## config.mk

```make
export PLATFORM = sky130hd
export DESIGN_NAME = lsd_top
export DESIGN_NICKNAME = d
export VERILOG_FILES = /design/src/lsd_pkg.sv /design/src/lsd_lag_if.sv /design/src/lsd_sync_lag.sv /design/src/lsd_top.sv
export SDC_FILE = /design/constraint.sdc
export NUM_CORES = 1
export LEC_CHECK = 0
export BUFFER_PORTS_ARGS = -buffer_cell sky130_fd_sc_hd__buf_2
export CAP_MARGIN = 15
export CORE_AREA = 4 4 158 129
export CTS_CLUSTER_SIZE = 8
export DETAILED_ROUTE_END_ITERATION = 7
export DIE_AREA = 0 0 162 133
export MAX_ROUTING_LAYER = met4
export PLACE_DENSITY = 0.62
export RECOVER_POWER = 100
export SETUP_SLACK_MARGIN = 0.1
export SLEW_MARGIN = 10
export SYNTH_ARGS = -nofsm -noshare
export SYNTH_HDL_FRONTEND = slang
export SYNTH_HIERARCHICAL = 1
export SYNTH_SLANG_ARGS = --single-unit
```

## constraint.sdc

```tcl
create_clock -name i_clk -period 3.9 [get_ports i_clk]
set_clock_uncertainty 0.2 [all_clocks]
set_input_delay 0.195 -clock i_clk [delete_from_list [all_inputs] [get_ports i_clk]]
set_output_delay 0.195 -clock i_clk [all_outputs]
set_load 0.01 [all_outputs]
```

## src/lsd_pkg.sv

```systemverilog
// Constants, register indices and types for the sync lag and line pulse block.
// Assumes an APB master with 32-bit data; registers sit on aligned words.
package lsd_pkg;
    localparam int unsigned LSD_ADDR_W = 12;
    localparam int unsigned LSD_LAG_W = 12;
    localparam int unsigned LSD_LAG_HI_W = 4;
    localparam int unsigned LSD_HPW_W = 10;
    localparam int unsigned LSD_HPW_HI_W = 2;
    localparam int unsigned LSD_BYTE_W = 8;
    localparam int unsigned LSD_TIME_W = 13;
    localparam int unsigned LSD_LAT_PIX = 10;
    localparam int unsigned LSD_LAG_MIN_PIX = 32;
    localparam int unsigned LSD_DIV_W = 8;
    // Register indices; byte address is four times the index
    localparam logic [7:0] LSD_IDX_CHAN_MODE = 8'h10;
    localparam logic [7:0] LSD_IDX_LINK_SEL = 8'h18;
    localparam logic [7:0] LSD_IDX_LAG_LO = 8'h2A;
    localparam logic [7:0] LSD_IDX_LAG_HI = 8'h2B;
    localparam logic [7:0] LSD_IDX_HPW_LO = 8'h2C;
    localparam logic [7:0] LSD_IDX_HPW_HI = 8'h2D;
    localparam logic [7:0] LSD_IDX_STATUS = 8'h3F;
    // Field positions
    localparam int unsigned LSD_LINK_SEL_BIT = 4;
    localparam int unsigned LSD_CHMODE_LSB = 5;
    localparam int unsigned LSD_CHMODE_W = 2;
    localparam logic [1:0] LSD_CHMODE_TWO_STREAM = 2'h2;
    localparam logic [1:0] LSD_CHMODE_ODD_EVEN = 2'h0;
    localparam logic [1:0] LSD_CHMODE_LEFT_RIGHT = 2'h1;
    localparam int unsigned LSD_ST_TWO_STREAM = 0;
    localparam int unsigned LSD_ST_LAG_LOW = 1;
    localparam int unsigned LSD_ST_PULSE = 2;
    localparam int unsigned LSD_ST_DROP = 3;
    localparam int unsigned LSD_ST_BUSY = 4;
    // Reset values
    localparam logic [7:0] LSD_RST_BYTE = 8'h00;
    localparam logic [31:0] LSD_RD_ZERO = 32'h0000_0000;

    typedef enum logic {
        LSD_P_IDLE = 1'b0,
        LSD_P_HIGH = 1'b1
    } lsd_pulse_state_type;

    function automatic logic lsd_hit(input logic [LSD_ADDR_W-1:0] addr, input logic [7:0] idx);
        lsd_hit = (addr == {2'h0, idx, 2'h0});
    endfunction : lsd_hit
endpackage : lsd_pkg

```

## src/lsd_lag_if.sv

```systemverilog
// Carrier between the block top and its sync lag queue.
// Assumes both ends run on the same clock.
`timescale 1ns/1ps
interface lsd_lag_if;
    import lsd_pkg::*;
    logic pix_en;
    logic [LSD_LAG_W-1:0] lag;
    logic hs_evt;
    logic vs_evt;
    logic hs_out;
    logic vs_out;
    logic drop;
    logic busy;
    modport ctl (output pix_en, lag, hs_evt, vs_evt, input hs_out, vs_out, drop, busy);
    modport lag_end (input pix_en, lag, hs_evt, vs_evt, output hs_out, vs_out, drop, busy);
endinterface : lsd_lag_if

```

## src/lsd_sync_lag.sv

```systemverilog
// Time-stamp queue that delays sync events for the second output channel.
// Assumes events and the pixel enable arrive on the block clock.
`timescale 1ns/1ps
module lsd_sync_lag
    import lsd_pkg::*;
#(
    parameter int unsigned DEPTH = 4
) (
    input wire logic i_clk,
    input wire logic i_rst_n,
    lsd_lag_if.lag_end lag_if
);
    localparam logic [LSD_TIME_W-1:0] LAT_TIME = LSD_TIME_W'(LSD_LAT_PIX);
    localparam int unsigned IDX_W = (DEPTH > 1) ? $clog2(DEPTH) : 1;

    logic [LSD_TIME_W-1:0] now;
    logic [DEPTH-1:0] slot_valid;
    logic [LSD_TIME_W-1:0] slot_due [DEPTH];
    logic [DEPTH-1:0] slot_hs;
    logic [DEPTH-1:0] slot_vs;
    logic [DEPTH-1:0] slot_hit;
    logic [IDX_W-1:0] free_idx;
    logic have_free;
    logic drop;
    wire push = lag_if.pix_en && (lag_if.hs_evt || lag_if.vs_evt);
    // Stamp is fixed at arrival, so a lag change never retimes events already in flight
    wire [LSD_TIME_W-1:0] due_new = now + {1'b0, lag_if.lag} + LAT_TIME;

    genvar g;
    generate
        for (g = 0; g < DEPTH; g++) begin : g_hit
            assign slot_hit[g] = slot_valid[g] && (slot_due[g] == now);
        end
    endgenerate

    always_comb begin
        free_idx = '0;
        have_free = 1'b0;
        for (int i = DEPTH - 1; i >= 0; i--) begin
            if (!slot_valid[i]) begin
                free_idx = IDX_W'(i);
                have_free = 1'b1;
            end
        end
    end

    assign lag_if.hs_out = |(slot_hit & slot_hs);
    assign lag_if.vs_out = |(slot_hit & slot_vs);
    assign lag_if.drop = drop;
    assign lag_if.busy = |slot_valid;

    always_ff @(posedge i_clk or negedge i_rst_n) begin
        if (!i_rst_n) begin
            now <= '0;
            slot_valid <= '0;
            slot_hs <= '0;
            slot_vs <= '0;
            drop <= 1'b0;
            for (int i = 0; i < DEPTH; i++) begin
                slot_due[i] <= '0;
            end
        end else begin
            drop <= push && !have_free;
            if (lag_if.pix_en) begin
                now <= now + 1'b1;
                slot_valid <= slot_valid & ~slot_hit;
                if (push && have_free) begin
                    slot_valid[free_idx] <= 1'b1;
                    slot_due[free_idx] <= due_new;
                    slot_hs[free_idx] <= lag_if.hs_evt;
                    slot_vs[free_idx] <= lag_if.vs_evt;
                end
            end
        end
    end
endmodule : lsd_sync_lag

```

## src/lsd_top.sv

```systemverilog
// Sync lag for output channel B and line pulse width for output channel A.
// Assumes DSI sync strobes come from decoder logic on i_clk; APB slave registers.
// Operation
// - Channel B sync events leave after the programmed lag in pixel clocks.
// - The lag applies only with dual selector 0 and channel field 10.
// - The lag adds to the fixed pipeline latency, not replacing it.
// - The fixed pipeline latency is ten pixel clocks.
// - The lag is twelve bits; low eight bits sit at index 0x2A.
// - Upper four lag bits sit in bits 3 to 0 at 0x2B.
// - Channel A line pulse lasts the programmed width in pixel clocks.
// - Width drives A in single mode, both channels in dual 00 or 01.
// - The width is ten bits; low eight bits sit at index 0x2C.
// - Upper two width bits sit at index 0x2D; bits 7 to 2 reserved.
//
// The APB slave port was chosen for this implementation.
`timescale 1ns/1ps
module lsd_top
    import lsd_pkg::*;
#(
    parameter int unsigned PIX_DIV = 2,
    parameter int unsigned LAG_DEPTH = 4
) (
    input wire logic i_clk,
    input wire logic i_rst_n,
    input wire logic i_psel,
    input wire logic i_penable,
    input wire logic i_pwrite,
    input wire logic [LSD_ADDR_W-1:0] i_paddr,
    input wire logic [31:0] i_pwdata,
    input wire logic [3:0] i_pstrb,
    input wire logic i_dsi_hsync,
    input wire logic i_dsi_vsync,
    output logic [31:0] o_prdata,
    output logic o_pready,
    output logic o_pslverr,
    output logic o_cha_hsync,
    output logic o_cha_vsync,
    output logic o_chb_hsync,
    output logic o_chb_vsync
);
    localparam logic [LSD_DIV_W-1:0] DIV_LAST = LSD_DIV_W'(PIX_DIV - 1);
    localparam logic [LSD_LAG_W-1:0] LAG_MIN = LSD_LAG_W'(LSD_LAG_MIN_PIX);

    lsd_lag_if lag_if ();

    // Pixel clock enable
    logic [LSD_DIV_W-1:0] pix_cnt;
    logic pix_en;

    always_ff @(posedge i_clk or negedge i_rst_n) begin
        if (!i_rst_n) begin
            pix_cnt <= '0;
            pix_en <= 1'b0;
        end else begin
            pix_en <= (pix_cnt == DIV_LAST);
            if (pix_cnt == DIV_LAST) begin
                pix_cnt <= '0;
            end else begin
                pix_cnt <= pix_cnt + 1'b1;
            end
        end
    end

    // Configuration registers
    logic [LSD_BYTE_W-1:0] lag_lo;
    logic [LSD_LAG_HI_W-1:0] lag_hi;
    logic [LSD_BYTE_W-1:0] hpw_lo;
    logic [LSD_HPW_HI_W-1:0] hpw_hi;
    logic [LSD_CHMODE_W-1:0] chan_mode;
    logic link_sel;
    logic drop_seen;

    // APB decode
    wire access = i_psel && i_penable;
    wire wr_fire = access && o_pready && i_pwrite;
    wire lane0 = i_pstrb[0];
    wire hit_chmode = lsd_hit(i_paddr, LSD_IDX_CHAN_MODE);
    wire hit_link = lsd_hit(i_paddr, LSD_IDX_LINK_SEL);
    wire hit_lag_lo = lsd_hit(i_paddr, LSD_IDX_LAG_LO);
    wire hit_lag_hi = lsd_hit(i_paddr, LSD_IDX_LAG_HI);
    wire hit_hpw_lo = lsd_hit(i_paddr, LSD_IDX_HPW_LO);
    wire hit_hpw_hi = lsd_hit(i_paddr, LSD_IDX_HPW_HI);
    wire hit_status = lsd_hit(i_paddr, LSD_IDX_STATUS);
    wire hit_any = hit_chmode || hit_link || hit_lag_lo || hit_lag_hi ||
                   hit_hpw_lo || hit_hpw_hi || hit_status;

    // Modes
    wire two_stream = !link_sel && (chan_mode == LSD_CHMODE_TWO_STREAM);
    wire shared = !link_sel && ((chan_mode == LSD_CHMODE_ODD_EVEN) ||
                                (chan_mode == LSD_CHMODE_LEFT_RIGHT));
    wire [LSD_LAG_W-1:0] lag_full = {lag_hi, lag_lo};
    wire [LSD_HPW_W-1:0] hpw_full = {hpw_hi, hpw_lo};
    // Below-minimum lag is not blocked, only flagged; timing is then unspecified
    wire lag_low = two_stream && (lag_full < LAG_MIN);

    logic pulse_busy;
    logic [31:0] rd_data;

    always_comb begin
        rd_data = LSD_RD_ZERO;
        if (hit_chmode) begin
            rd_data[LSD_CHMODE_LSB +: LSD_CHMODE_W] = chan_mode;
        end else if (hit_link) begin
            rd_data[LSD_LINK_SEL_BIT] = link_sel;
        end else if (hit_lag_lo) begin
            rd_data[LSD_BYTE_W-1:0] = lag_lo;
        end else if (hit_lag_hi) begin
            rd_data[LSD_LAG_HI_W-1:0] = lag_hi;
        end else if (hit_hpw_lo) begin
            rd_data[LSD_BYTE_W-1:0] = hpw_lo;
        end else if (hit_hpw_hi) begin
            rd_data[LSD_HPW_HI_W-1:0] = hpw_hi;
        end else if (hit_status) begin
            rd_data[LSD_ST_TWO_STREAM] = two_stream;
            rd_data[LSD_ST_LAG_LOW] = lag_low;
            rd_data[LSD_ST_PULSE] = pulse_busy;
            rd_data[LSD_ST_DROP] = drop_seen;
            rd_data[LSD_ST_BUSY] = lag_if.busy;
        end
    end

    // One wait state: pready rises in the second access cycle
    always_ff @(posedge i_clk or negedge i_rst_n) begin
        if (!i_rst_n) begin
            o_pready <= 1'b0;
            o_pslverr <= 1'b0;
            o_prdata <= LSD_RD_ZERO;
        end else begin
            o_pready <= access && !o_pready;
            o_pslverr <= access && !o_pready && !hit_any;
            if (access && !o_pready && !i_pwrite) begin
                o_prdata <= rd_data;
            end
        end
    end

    always_ff @(posedge i_clk or negedge i_rst_n) begin
        if (!i_rst_n) begin
            lag_lo <= LSD_RST_BYTE;
            lag_hi <= LSD_RST_BYTE[LSD_LAG_HI_W-1:0];
            hpw_lo <= LSD_RST_BYTE;
            hpw_hi <= LSD_RST_BYTE[LSD_HPW_HI_W-1:0];
            chan_mode <= LSD_RST_BYTE[LSD_CHMODE_W-1:0];
            link_sel <= 1'b0;
        end else if (wr_fire && lane0) begin
            if (hit_chmode) begin
                chan_mode <= i_pwdata[LSD_CHMODE_LSB +: LSD_CHMODE_W];
            end else if (hit_link) begin
                link_sel <= i_pwdata[LSD_LINK_SEL_BIT];
            end else if (hit_lag_lo) begin
                lag_lo <= i_pwdata[LSD_BYTE_W-1:0];
            end else if (hit_lag_hi) begin
                lag_hi <= i_pwdata[LSD_LAG_HI_W-1:0];
            end else if (hit_hpw_lo) begin
                hpw_lo <= i_pwdata[LSD_BYTE_W-1:0];
            end else if (hit_hpw_hi) begin
                hpw_hi <= i_pwdata[LSD_HPW_HI_W-1:0];
            end
        end
    end

    // Overflow flag: write 1 clears, a new drop in the same cycle wins
    wire drop_clr = wr_fire && lane0 && hit_status && i_pwdata[LSD_ST_DROP];
    always_ff @(posedge i_clk or negedge i_rst_n) begin
        if (!i_rst_n) begin
            drop_seen <= 1'b0;
        end else if (lag_if.drop) begin
            drop_seen <= 1'b1;
        end else if (drop_clr) begin
            drop_seen <= 1'b0;
        end
    end

    // Strobes are shorter than a pixel period, so hold them until the next tick
    logic hs_pend;
    logic vs_pend;
    wire hs_evt = hs_pend || i_dsi_hsync;
    wire vs_evt = vs_pend || i_dsi_vsync;

    always_ff @(posedge i_clk or negedge i_rst_n) begin
        if (!i_rst_n) begin
            hs_pend <= 1'b0;
            vs_pend <= 1'b0;
        end else if (pix_en) begin
            hs_pend <= 1'b0;
            vs_pend <= 1'b0;
        end else begin
            hs_pend <= hs_evt;
            vs_pend <= vs_evt;
        end
    end

    // Fixed pipeline latency for channel A
    logic [LSD_LAT_PIX-1:0] a_hs_pipe;
    logic [LSD_LAT_PIX-1:0] a_vs_pipe;
    wire a_hs_evt = a_hs_pipe[LSD_LAT_PIX-1];
    wire a_vs_evt = a_vs_pipe[LSD_LAT_PIX-1];

    always_ff @(posedge i_clk or negedge i_rst_n) begin
        if (!i_rst_n) begin
            a_hs_pipe <= '0;
            a_vs_pipe <= '0;
        end else if (pix_en) begin
            a_hs_pipe <= {a_hs_pipe[LSD_LAT_PIX-2:0], hs_evt};
            a_vs_pipe <= {a_vs_pipe[LSD_LAT_PIX-2:0], vs_evt};
        end
    end

    // Line pulse generator; a new event restarts the count
    lsd_pulse_state_type state;
    lsd_pulse_state_type next_state;
    logic [LSD_HPW_W-1:0] remain;
    logic [LSD_HPW_W-1:0] next_remain;
    wire width_zero = (hpw_full == '0);

    always_comb begin
        next_state = state;
        next_remain = remain;
        case (state)
            LSD_P_IDLE: begin
                if (pix_en && a_hs_evt && !width_zero) begin
                    next_state = LSD_P_HIGH;
                    next_remain = hpw_full;
                end
            end
            LSD_P_HIGH: begin
                if (pix_en && a_hs_evt && !width_zero) begin
                    next_remain = hpw_full;
                end else if (pix_en && a_hs_evt) begin
                    next_state = LSD_P_IDLE;
                end else if (pix_en && (remain <= 1)) begin
                    next_state = LSD_P_IDLE;
                end else if (pix_en) begin
                    next_remain = remain - 1'b1;
                end
            end
            default: begin
                next_state = LSD_P_IDLE;
            end
        endcase
    end

    always_ff @(posedge i_clk or negedge i_rst_n) begin
        if (!i_rst_n) begin
            state <= LSD_P_IDLE;
            remain <= '0;
            pulse_busy <= 1'b0;
        end else begin
            state <= next_state;
            remain <= next_remain;
            pulse_busy <= (next_state == LSD_P_HIGH);
        end
    end

    // Lag queue for channel B; outside two-stream mode only the fixed latency remains
    assign lag_if.pix_en = pix_en;
    assign lag_if.lag = two_stream ? lag_full : '0;
    assign lag_if.hs_evt = hs_evt;
    assign lag_if.vs_evt = vs_evt;

    lsd_sync_lag #(
        .DEPTH(LAG_DEPTH)
    ) u_lag (
        .i_clk(i_clk),
        .i_rst_n(i_rst_n),
        .lag_if(lag_if.lag_end)
    );

    // Output channels, updated once per pixel period except the width pulse and the cleared channel B outputs
    wire a_active = link_sel || shared || two_stream;
    always_ff @(posedge i_clk or negedge i_rst_n) begin
        if (!i_rst_n) begin
            o_cha_hsync <= 1'b0;
            o_cha_vsync <= 1'b0;
            o_chb_hsync <= 1'b0;
            o_chb_vsync <= 1'b0;
        end else begin
            o_cha_hsync <= (next_state == LSD_P_HIGH) && a_active;
            if (pix_en) begin
                o_cha_vsync <= a_vs_evt && a_active;
            end
            if (two_stream) begin
                if (pix_en) begin
                    o_chb_hsync <= lag_if.hs_out;
                    o_chb_vsync <= lag_if.vs_out;
                end
            end else if (shared) begin
                o_chb_hsync <= (next_state == LSD_P_HIGH);
                if (pix_en) begin
                    o_chb_vsync <= a_vs_evt;
                end
            end else begin
                o_chb_hsync <= 1'b0;
                o_chb_vsync <= 1'b0;
            end
        end
    end
endmodule : lsd_top

```

# Yosys cells after proc, flatten, opt, wreduce, memory -nomap -nowiden
# Cells that the tools add are included.
# Widths: inputs -> output; s select.
# totals
register_bits,160
in_bits,55
output_inout_bits,38
# classes
n_addsub,5
magnitude_cmp,6
eq_ne,20
mux,60
bitwise,12
n_reduce_logical,59
# ops
op,n
$eq 12x8->1 const B,5
$bwmux 52,1
$eq 13x13->1,4
$mux 10,5
$mux 5,9
$demux 13 s2,1
$logic_and 1x1->1,26
$eq 12x7->1 const B,2
$mux 1,22
$pmux 10 s2,1
$mux 4,4
$mux 8,2
$add 13x1->13 const B,1
$add 13x12->13,1
$add 13x4->13 const B,1
$mux 13,1
$and 4x4->4,3
$logic_or 1x1->1,12
$lt 12x6->1 const B,1
$mux 12,1
$mux 2,6
$reduce_or 4->1,3
$le 10x1->1 const B,1
$logic_not 10->1,1
other kinds (29),48

# Depth between registers and ports, before layout
# logic_depth
ltp_word,16
mapped_depth,15
mapped_depth_nobuf,14

# By module
# Netlist, hierarchy kept.
# by_module_without_submodules
module,instances,cells_per_inst,area_each_um2
lsd_sync_lag,1,492,4480.5
lsd_top,1,386,4207.8

# Least setup slack after synthesis
# OpenSTA, ideal clock, no wires.
# synth_timing
path_type,register to register
start,register chan_mode[0]
end,register u_lag/slot_due[24] (netlist bit)
setup_time_ps,125
arrival_ps,3010
slack_ps,565
path_stages_with_launch,16
n_path_buf,1
cell_sequence,dfrtp_1 nor3b_2 clkbuf_1 and2_1 inv_1 ha_1 inv_1 ha_1 inv_1 fa_1 nand2b_1 a211oi_1 o31a_1 nor2_2 xnor2_1 mux2_2
# synth_via
elab_chain_len,6
# synth_lines
element,line,text
from (decl),lsd_top.sv:69,logic [LSD_CHMODE_W-1:0] chan_mode;
from (signal assigned),lsd_top.sv:143,chan_mode <= LSD_RST_BYTE[LSD_CHMODE_W-1:0];
from (signal assigned),lsd_top.sv:147,chan_mode <= i_pwdata[LSD_CHMODE_LSB +: LSD_CHMODE_W];
$eq 2x2->1,lsd_top.sv:88,wire two_stream = !link_sel && (chan_mode == LSD_CHMODE_TWO_STREAM);
$logic_and 1x1->1,lsd_top.sv:88,
$mux 12,lsd_top.sv:257,assign lag_if.lag = two_stream ? lag_full : '0;
net lag_if.lag[1],lsd_lag_if.sv:7,logic [LSD_LAG_W-1:0] lag;
$add 13x12->13,lsd_sync_lag.sv:27,"wire [LSD_TIME_W-1:0] due_new = now + {1'b0, lag_if.lag} + LAT_TIME;"
$add 13x4->13,lsd_sync_lag.sv:27,
$bwmux 52,lsd_sync_lag.sv:69,slot_due[free_idx] <= due_new;
"to (signal, indexed assignment)",lsd_sync_lag.sv:69,
to (decl),lsd_sync_lag.sv:18,logic [LSD_TIME_W-1:0] slot_due [DEPTH];
# The timed path passes the listed nets, and every way through them passes these cells.
# A chain may end at the register's enable or synchronous reset.

# Worst setup path after layout
# layout_timing
start,register link_sel
end,register u_lag/slot_due[24] (netlist bit)
# layout_via
elab_chain_len,6
# layout_lines
element,line,text
from (decl),lsd_top.sv:70,logic link_sel;
from (signal assigned),lsd_top.sv:149,link_sel <= i_pwdata[LSD_LINK_SEL_BIT];
$logic_not 1->1,lsd_top.sv:88,
$logic_and 1x1->1,lsd_top.sv:88,
$mux 12,lsd_top.sv:257,
net lag_if.lag[0],lsd_lag_if.sv:7,
$add 13x12->13,lsd_sync_lag.sv:27,
$add 13x4->13,lsd_sync_lag.sv:27,
$bwmux 52,lsd_sync_lag.sv:69,
# The timed path passes the listed nets, and every way through them passes these cells.

==> reports/metrics.cfg <==
[timing]
hold_slack_ns = 0.0123
rsz0062_at_grt = false
slew_violations = 99
tns_ns = 0
period_share_pct = 92.7
max_slew_margin_pct = -66.1
fmax_ghz = 0.277
finalHoldViolations = 0
setup_violations = 0
min_period_ns = 3.61
tightest_slew_ns = 2.49
setup_ws_ns = 0.286

[worst_setup_path]
reg2reg_from = link_sel
cp-start-kind = flip-flop
cp.arrival_ns = 3.79
required_ns = 4.07
setup.worst_path.class = reg -> reg
crit_end = u_lag/slot_due[24]
worstPathCellList = nor3b_2, buf_4, and2_0, ha_1, ha_1, inv_1, fa_1, nand2b_1, a211oi_1, o31a_1, nor2_2, xnor2_1, mux2_2
rr_worst_depth = 13
startpoint = link_sel
crit_top_cell = ha_1
rrSetupSlack_ns = 0.29
cp_max_fo = 16
critical-path-slowest-cell = dfrtp_1
cp_slowest_stage_delay_ns = 0.45
crit_path_end_kind = flip-flop
reg2reg_to = u_lag/slot_due[24]

[drt]
firstDrtPassIters = 5
drtAntennaViolNets = 0
wire_per_inst_um = 17.7
drtIter0Drc = 545
via_per_inst = 5.38
wirelength_mm = 21.1
via_count = 6427
route.detailed.drc = 0

[die]
die_x_um = 162
die_y_um = 133
dieArea_mm2 = 0.0215
coreArea_mm2 = 0.0188
start_util_pct = 46.2
placementRows = 45
ioPinCount = 93

[yosys]
synth-edff-count = 0
syn_area_mm2 = 0.00869
synth-seq-area-share_pct = 46.1
async_flop_share_pct = 100
avgSynthCellArea_um2 = 9.90
synthFlopType = dfrtp_1
synth_top_area_share_pct = 46.1
ys_seq_elements = 160
synthTopCellsByArea = dfrtp_1, nand2_1, mux2_2, xnor2_1, ha_1
synth_top_area_cell = dfrtp_1
yosys_warnings = 6
synth_cell_type_count = 75
synth_common_cells = dfrtp_1, nand2_1, mux2_2, xnor2_1, nor2_1
syn_inst = 878
yosysMostFrequentCell = dfrtp_1

[worst_hold_path]
hold_class = in -> reg

[power]
leakagePower_nw = 4.46
power.share.combinational_pct = 11.2
peakVddDrop_uv = 274
p_sw_mw = 1.16
powerDensity_mw_per_mm2 = 437
swShare_pct = 27.2
power_frac_clock_pct = 42.0
power_frac_seq_pct = 46.8
p_int_mw = 3.10

[clock_network]
cts_buffers = 17
clk_pin_slew_worst_paths_ns = 0.07
clockRootBuffer = clkbuf_16
cts_buffer_depth = 2
cts.sinks = 160
htree_levels = 4
cts_setup_buffers = 0
cts_tree = done
clk_latency_ns = 0.43

[final_layout]
drive_gt1_share_pct = 13.8
area_growth_pct = 11.8
design_area_mm2 = 0.00972
nets = 1008
n_antenna_cell = 0

[flow_run]
maxCapViolCount = 1

[grt]
grt_antenna_before_repair = 0
grt_max_degree = 100
grt_pass1_vias = 5998
grt_use_total_pct = 20.5
grt_pass1_wl_mm = 33.8
gr-total-overflow = 0

[place]
portBuffers = 41
dpl_cell_area_mm2 = 0.00904
place_congestion = 0.900
pre_cts_ws_ns = 0.418
hpwl_mm = 14.9

[outcome]
status = finished, violations left
violations = capacitance limit, slew limit

==> registers in the layout (all words and copies together) (netlist names), 8 cells and up <==
register / flops
u_lag/slot_due: 52
u_lag/now: 13
a_hs_pipe: 10
a_vs_pipe: 10
remain: 10
hpw_lo: 8
lag_lo: 8
o_prdata: 8
pix_cnt: 8
==> power groups by stage <==
stage	clock network, mW	registers (mW)	logic [mW]
after floorplan	0	1.98	0.357
after global placement	0	2.01	0.461
after detailed placement	0	2.02	0.471
after CTS	1.82	1.99	0.484
after global routing	1.90	2.02	0.543
final	1.78	1.99	0.475
==> critical path, delay by kind of cell, from the launching register on <==
kind / cells / cell delay, ns
flops: 1 / 0.45
xor+xnor: 1 / 0.39
simple gates: 4 / 0.70
fa+ha+maj: 3 / 0.78
buf+inv: 2 / 0.33
mux: 1 / 0.24
compound gates: 2 / 0.47
==> repair_timing <==
item	in CTS	in global routing
endpoints found under the setup margin	0	0
hold buffers	14	0
resized for setup	0	0
endpoints found under the hold margin	130	0
==> how the worst min path moves through the flow <==
| stage | startpoint | endpoint | slack [ns] | cells past startpoint |
|---|---|---|---|---|
| floorplan | i_rst_n | a_hs_pipe[0] | -0.30 | 0 |
| global route | i_paddr[4] | o_prdata[1] | 0.05 | 3 |
| global placement | i_rst_n | remain[3] | 0.17 | 1 |
| detailed placement | i_rst_n | remain[3] | 0.15 | 1 |
| finish | i_paddr[4] | o_prdata[1] | 0.01 | 3 |
| CTS | i_paddr[4] | o_prdata[1] | 0.01 | 3 |
==> stage by stage <==
stage	utilization (%)	cells	power [mW]
after floorplan	-	901	2.34
after global placement	48.1	1149	2.47
after detailed placement	48.1	1149	2.49
after CTS	52.1	1195	4.29
after global routing	51.7	1195	4.46
final	51.7	1195	4.25
==> area by class of cell <==
type                    instances  area, um2
repair buffers                 68        418
clock inverters                15        199
clock buffers                  17        425
multi-input cells             653       4260
fillers                      1751       9090
well taps                     258        323
flip-flops and latches        160       4000
inverters                      24       90.1
==> per-layer routing <==
| layer | wire length, um | track usage [%] |
|---|---|---|
| met5 | 0 | - |
| met4 | 235 | 4.98 |
| met1 | 10500 | 30.6 |
| met2 | 9220 | 28.6 |
| met3 | 1160 | 4.30 |
==> layout by cell type (no fill, tap or decap), types with 24 or more instances in the layout <==
| cell | n |
|---|---|
| dfrtp_1 | 160 |
| nand2_1 | 155 |
| xnor2_1 | 50 |
| mux2_2 | 50 |
| nor2_1 | 47 |
| o21ai_0 | 41 |
| a21oi_1 | 28 |
| ha_1 | 28 |
| xor2_1 | 26 |
| buf_2 | 25 |
| inv_1 | 24 |
| conb_1 | 24 |
==> kinds of logic after synthesis <==
family                   share of synthesized area (%)
other                                           0.0432
flip-flops                                        46.1
XOR/XNOR                                          7.66
AO/OA/AOI/OAI                                     10.7
buffers and inverters                             5.37
multiplexers                                      7.17
AND/OR/NAND/NOR                                   18.7
adder cells (fa/ha/maj)                           4.26
Power figures use the tool's default switching activity.
